### src/design/caccs_bounds.v
// Bounds test: every byte of an access lies inside [base, top).
// Assumes top is one past the last permitted byte, held one bit wider than an address.
`timescale 1ns/1ps
`default_nettype none
module caccs_bounds (
  input  wire [63:0] addr_i,
  input  wire [4:0]  bytes_i,
  input  wire [63:0] base_i,
  input  wire [64:0] top_i,
  output wire        in_bounds_o
);
  wire [64:0] last_end;

  // The end is computed at 65 bits so an access wrapping the address space fails.
  assign last_end    = {1'b0, addr_i} + {60'h0, bytes_i};
  assign in_bounds_o = (addr_i >= base_i) && (last_end <= top_i);
endmodule
`default_nettype wire

### config.mk
export PLATFORM = sky130hd
export DESIGN_NAME = caccs_bounds
export DESIGN_NICKNAME = d
export VERILOG_FILES = /design/src/design/caccs_bounds.v
export SDC_FILE = /design/constraint.sdc
export NUM_CORES = 1
export LEC_CHECK = 0
export BUFFER_PORTS_ARGS = -buffer_cell sky130_fd_sc_hd__buf_2
export CORE_ASPECT_RATIO = 0.75
export CORE_MARGIN = 8
export CORE_UTILIZATION = 51
export DETAILED_ROUTE_END_ITERATION = 16
export PLACE_DENSITY = 0.95
export SLEW_MARGIN = 40
export SYNTH_ARGS = -nofsm -noshare
export SYNTH_HDL_FRONTEND = slang
export SYNTH_SLANG_ARGS = --single-unit
### constraint.sdc
create_clock -name vclk -period 4.61
set_input_delay 0.461 -clock vclk [all_inputs]
set_output_delay 0.461 -clock vclk [all_outputs]
set_load 0.005 [all_outputs]
## Word-level counts from Yosys, hierarchy flattened

Cells that the tools add are included.

- Reduce and logical (&&, ||, !) cells: 1
- Order comparisons: 2
- $add $sub $neg: 1

Operators by type and width:

| operator | count |
|---|---|
| $add A64 B5 Y65 | 1 |
| $le A65 B65 Y1 | 1 |
| $ge A64 B64 Y1 | 1 |
| $logic_and A1 B1 Y1 | 1 |

- Logic and storage cells: 4
- Register bits: 0
- Output and inout bits: 1

## Depth between registers and ports, before layout

- Depth in word-level cells: 3
- Gate-level depth with buffers: 20

## Least setup slack after synthesis

No wires, ideal clock.

- Kind: in2out
- Start point: in addr_i[0]
- End point: out in_bounds_o
- Path slack: 0.383 ns
- Arrival time: 3.766 ns
- Data required time: 4.149 ns
- Cell stages on the path: 19
- Cell sequence: ha_1 fa_1 a21o_1 a21oi_1 o21bai_1 and2_1 buf_6 and4_1 nand3_1 xnor2_1 ha_1 a21oi_1 o21ai_0 a221oi_1 nor3_1 a221o_1 nor4_1 o31ai_1 a22oi_1

- Word-level cells in the longest chain between the ends: 3

Ends and longest elaborated chain:

| what | RTL line | text |
|---|---|---|
| start, declared | 6 | `input wire [63:0] addr_i,` |
| $add A64 B5 Y65 | 15 | `assign last_end = {1'b0, addr_i} + {60'h0, bytes_i};` |
| $le A65 B65 Y1 | 16 | `assign in_bounds_o = (addr_i >= base_i) && (last_end <= top_i);` |
| $logic_and A1 B1 Y1 * | 16 |  |
| end, declared | 10 | `output wire in_bounds_o` |

Mark *: on every way between the ends. The rest lies on a longest branch, timed or not.

## Final worst setup path

- Start point: in bytes_i[0]
- End point: out in_bounds_o

- Word-level cells in the longest chain between the ends: 3

Ends and longest elaborated chain:

| what | RTL line | text |
|---|---|---|
| start, declared | 7 | `input wire [4:0] bytes_i,` |
| $add A64 B5 Y65 | 15 |  |
| $le A65 B65 Y1 | 16 |  |
| $logic_and A1 B1 Y1 | 16 |  |

Every way passes these cells.

==> results.py <==
metrics = {
    "timing": {
        "maxSlewViolCount": 0,
        "fmax_ghz": 0.227,
        "setup_viol": 0,
        "period_needed_ns": 4.41,
        "worst_slew_pin_slew_ns": 0.523,
        "grt_setup_unrepaired": "yes",
        "setup-tns-final_ns": 0,
        "fin_crit_sh": 0.957,
        "hold_viol": 0,
        "slew_headroom": 0.647,
    },
    "final_layout": {
        "nClkBuffers": 0,
        "post-route-cell-area_um2": 5960,
        "seqCellArea_um2": 0,
        "final_core_util": 0.699,
        "drive_above_1_share": 0.302,
        "area_growth_pct": 32.6,
        "design.seq.count": 0,
        "num-fill-cells": 735,
        "nNetsFinal": 1198,
    },
    "global_routing": {
        "grt_usage": 0.226,
        "grt-ovfl-total": 0,
        "antenna_found_initial": 1,
        "grt_pass1_vias": 5358,
        "grt_pass1_wl_um": 24300,
        "grt_max_degree": 13,
    },
    "floorplan": {
        "die_area_um2": 12100,
        "rows": 29,
        "dieWidth_um": 124,
        "start_util": 0.527,
        "core_area_um2": 8530,
        "fp.dieH_um": 97.3,
        "pin_count": 199,
    },
    "yosys": {
        "synth-compound-area-share": 0.151,
        "synthSimpleGateAreaFrac": 0.228,
        "yosys_warnings": 0,
        "postSynthNetCount": 975,
        "synth_cell_types": 41,
        "synth_mux_area_frac": 0,
        "synthCells": 642,
        "synth_top_family_by_area": "adder cells",
        "yosys.area_share.xor_xnor": 0.121,
        "synthAdderAreaFrac": 0.377,
        "syn_avg_cell_area_um2": 7.00,
        "netlist_area_um2": 4500,
        "ys_seq_area_frac": 0,
    },
    "route": {
        "drtIter0Drc": 246,
        "final_antenna_net_count": 0,
        "detail_route.vias_per_cell": 5.46,
        "drc": 0,
        "wl_per_cell_um": 15.5,
        "vias": 5305,
        "dr.pass1.iters": 5,
        "routed_wl_um": 15100,
    },
    "placement": {
        "io_buffers": 199,
        "post-dp-hpwl_um": 13400,
        "gp_congestion": 0.949,
        "place_area_um2": 5690,
    },
    "critical_path": {
        "crit_family": "simple AND/OR/NAND/NOR gates",
        "crit_path_start_kind": "input port",
        "crit_required_ns": 4.15,
        "cp_max_fo": 5,
        "slowest_delay_ns": 0.36,
        "path_buf_inv": 3,
        "path_class": "in -> out",
        "crit_arrival_ns": 3.95,
        "cp-end-kind": "output port",
        "crit_chain": "buf_6 -> ha_4 -> fa_2 -> a21o_1 -> a21oi_2 -> o21bai_1 -> and2_4 -> and4_4 -> inv_2 -> nor2_2 -> xnor2_1 -> ha_1 -> and4_4 -> nor4bb_4 -> nand2_1 -> nor2_2 -> a221o_1 -> nor4_2 -> o31ai_1 -> a22oi_1 -> buf_2",
        "crit_path_top_delay_cell": "fa_2",
    },
    "worst_hold_path": {
        "hp-class": "in -> out",
    },
    "power": {
        "vdd_drop_max_v": 0.0000541,
        "power_density_nw_per_um2": 79.1,
        "p_leak_uw": 0.00354,
    },
    "job": {
        "cap_violations": 0,
    },
    "clock_tree": {
        "cts_hold_buf": 0,
    },
    "run_status": {
        "status": "finished, final reports clean",
    },
}
==> through the flow <==
| stage | power, uW | hold WS [ns] | cells | setup WS [ns] |
|---|---|---|---|---|
| global placement | 417 | 1.50 | 958 | -0.115 |
| finish | 471 | 1.50 | 972 | 0.199 |
| detailed placement | 437 | 1.50 | 958 | -0.275 |
| global route | 530 | 1.53 | 972 | -0.0164 |
| floorplan | 250 | 1.25 | 642 | 0.383 |
| CTS | 447 | 1.50 | 962 | 0.00387 |
==> layout by cell type (no fill, tap or decap), types with 19 or more instances in the layout <==
cell,n
xnor2_1,51
nand2_1,52
buf_2,198
a21oi_1,40
ha_1,132
nand4_1,35
buf_4,24
o21ai_0,19
nor2_1,22
nand3_1,23
inv_1,137
a21o_1,23
==> cell usage after synthesis, types with 2 or more instances <==
library cell	instances	area (um2)
xnor2_1	51	447
nor3_1	12	60.1
nand2_1	52	195
a21o_1	23	173
nand2b_1	2	12.5
buf_6	2	22.5
a211oi_1	7	52.6
nand3_1	24	120
buf_2	3	15.0
ha_1	134	1680
o21bai_1	2	15.0
xor2_1	11	96.3
a21oi_1	44	220
and3_1	10	62.6
nand4_1	35	219
a22oi_1	2	15.0
and2_1	7	43.8
a221oi_1	4	35.0
inv_1	138	518
and4_1	11	96.3
nor2b_1	3	18.8
nor2_2	4	25.0
nor2_1	24	90.1
o21ai_0	20	100
==> power breakdown <==
group | total (uW) | internal [uW] | switching [uW]
Combinational | 471 | 228 | 243
Clock | 0.0000290 | 0.0000290 | 0
Sequential | 0 | 0 | 0
Total | 471 | 228 | 243
==> cell families (layout without fill, tap and decap cells) <==
| logic type | count (synthesis) | count (layout) |
|---|---|---|
| compound gates | 110 | 110 |
| xor+xnor | 62 | 62 |
| fa+ha+maj | 135 | 135 |
| buf+inv | 143 | 364 |
| other cells | 0 | 1 |
| simple gates | 192 | 192 |
==> per-layer routing <==
layer,routed length [um],track usage,part of all wire
met4,205,0.0342,0.014
met5,0,0,0
met2,6840,0.380,0.45
met1,6870,0.299,0.46
met3,1150,0.0371,0.076
==> final cells by class <==
class / count / area, um2 / area share
antenna: 1 / 2.50 / 0.000420
inverter: 138 / 518 / 0.0869
multi-input combinational: 499 / 4090 / 0.686
tap: 108 / 135 / 0.0227
timing repair buffer: 226 / 1220 / 0.204
==> repair_timing <==
| action | in CTS | in global routing |
|---|---|---|
| setup buffers | 4 | 10 |
| resized for setup | 10 | 31 |
| setup endpoints to repair | 1 | 1 |
| pin swaps | 13 | 31 |
==> path summary, 6_finish.rpt <==
check  cells after the start        from           to
max                       21  bytes_i[0]  in_bounds_o
min                        5    top_i[0]  in_bounds_o
No activity file was read; power rests on OpenSTA's default activity.
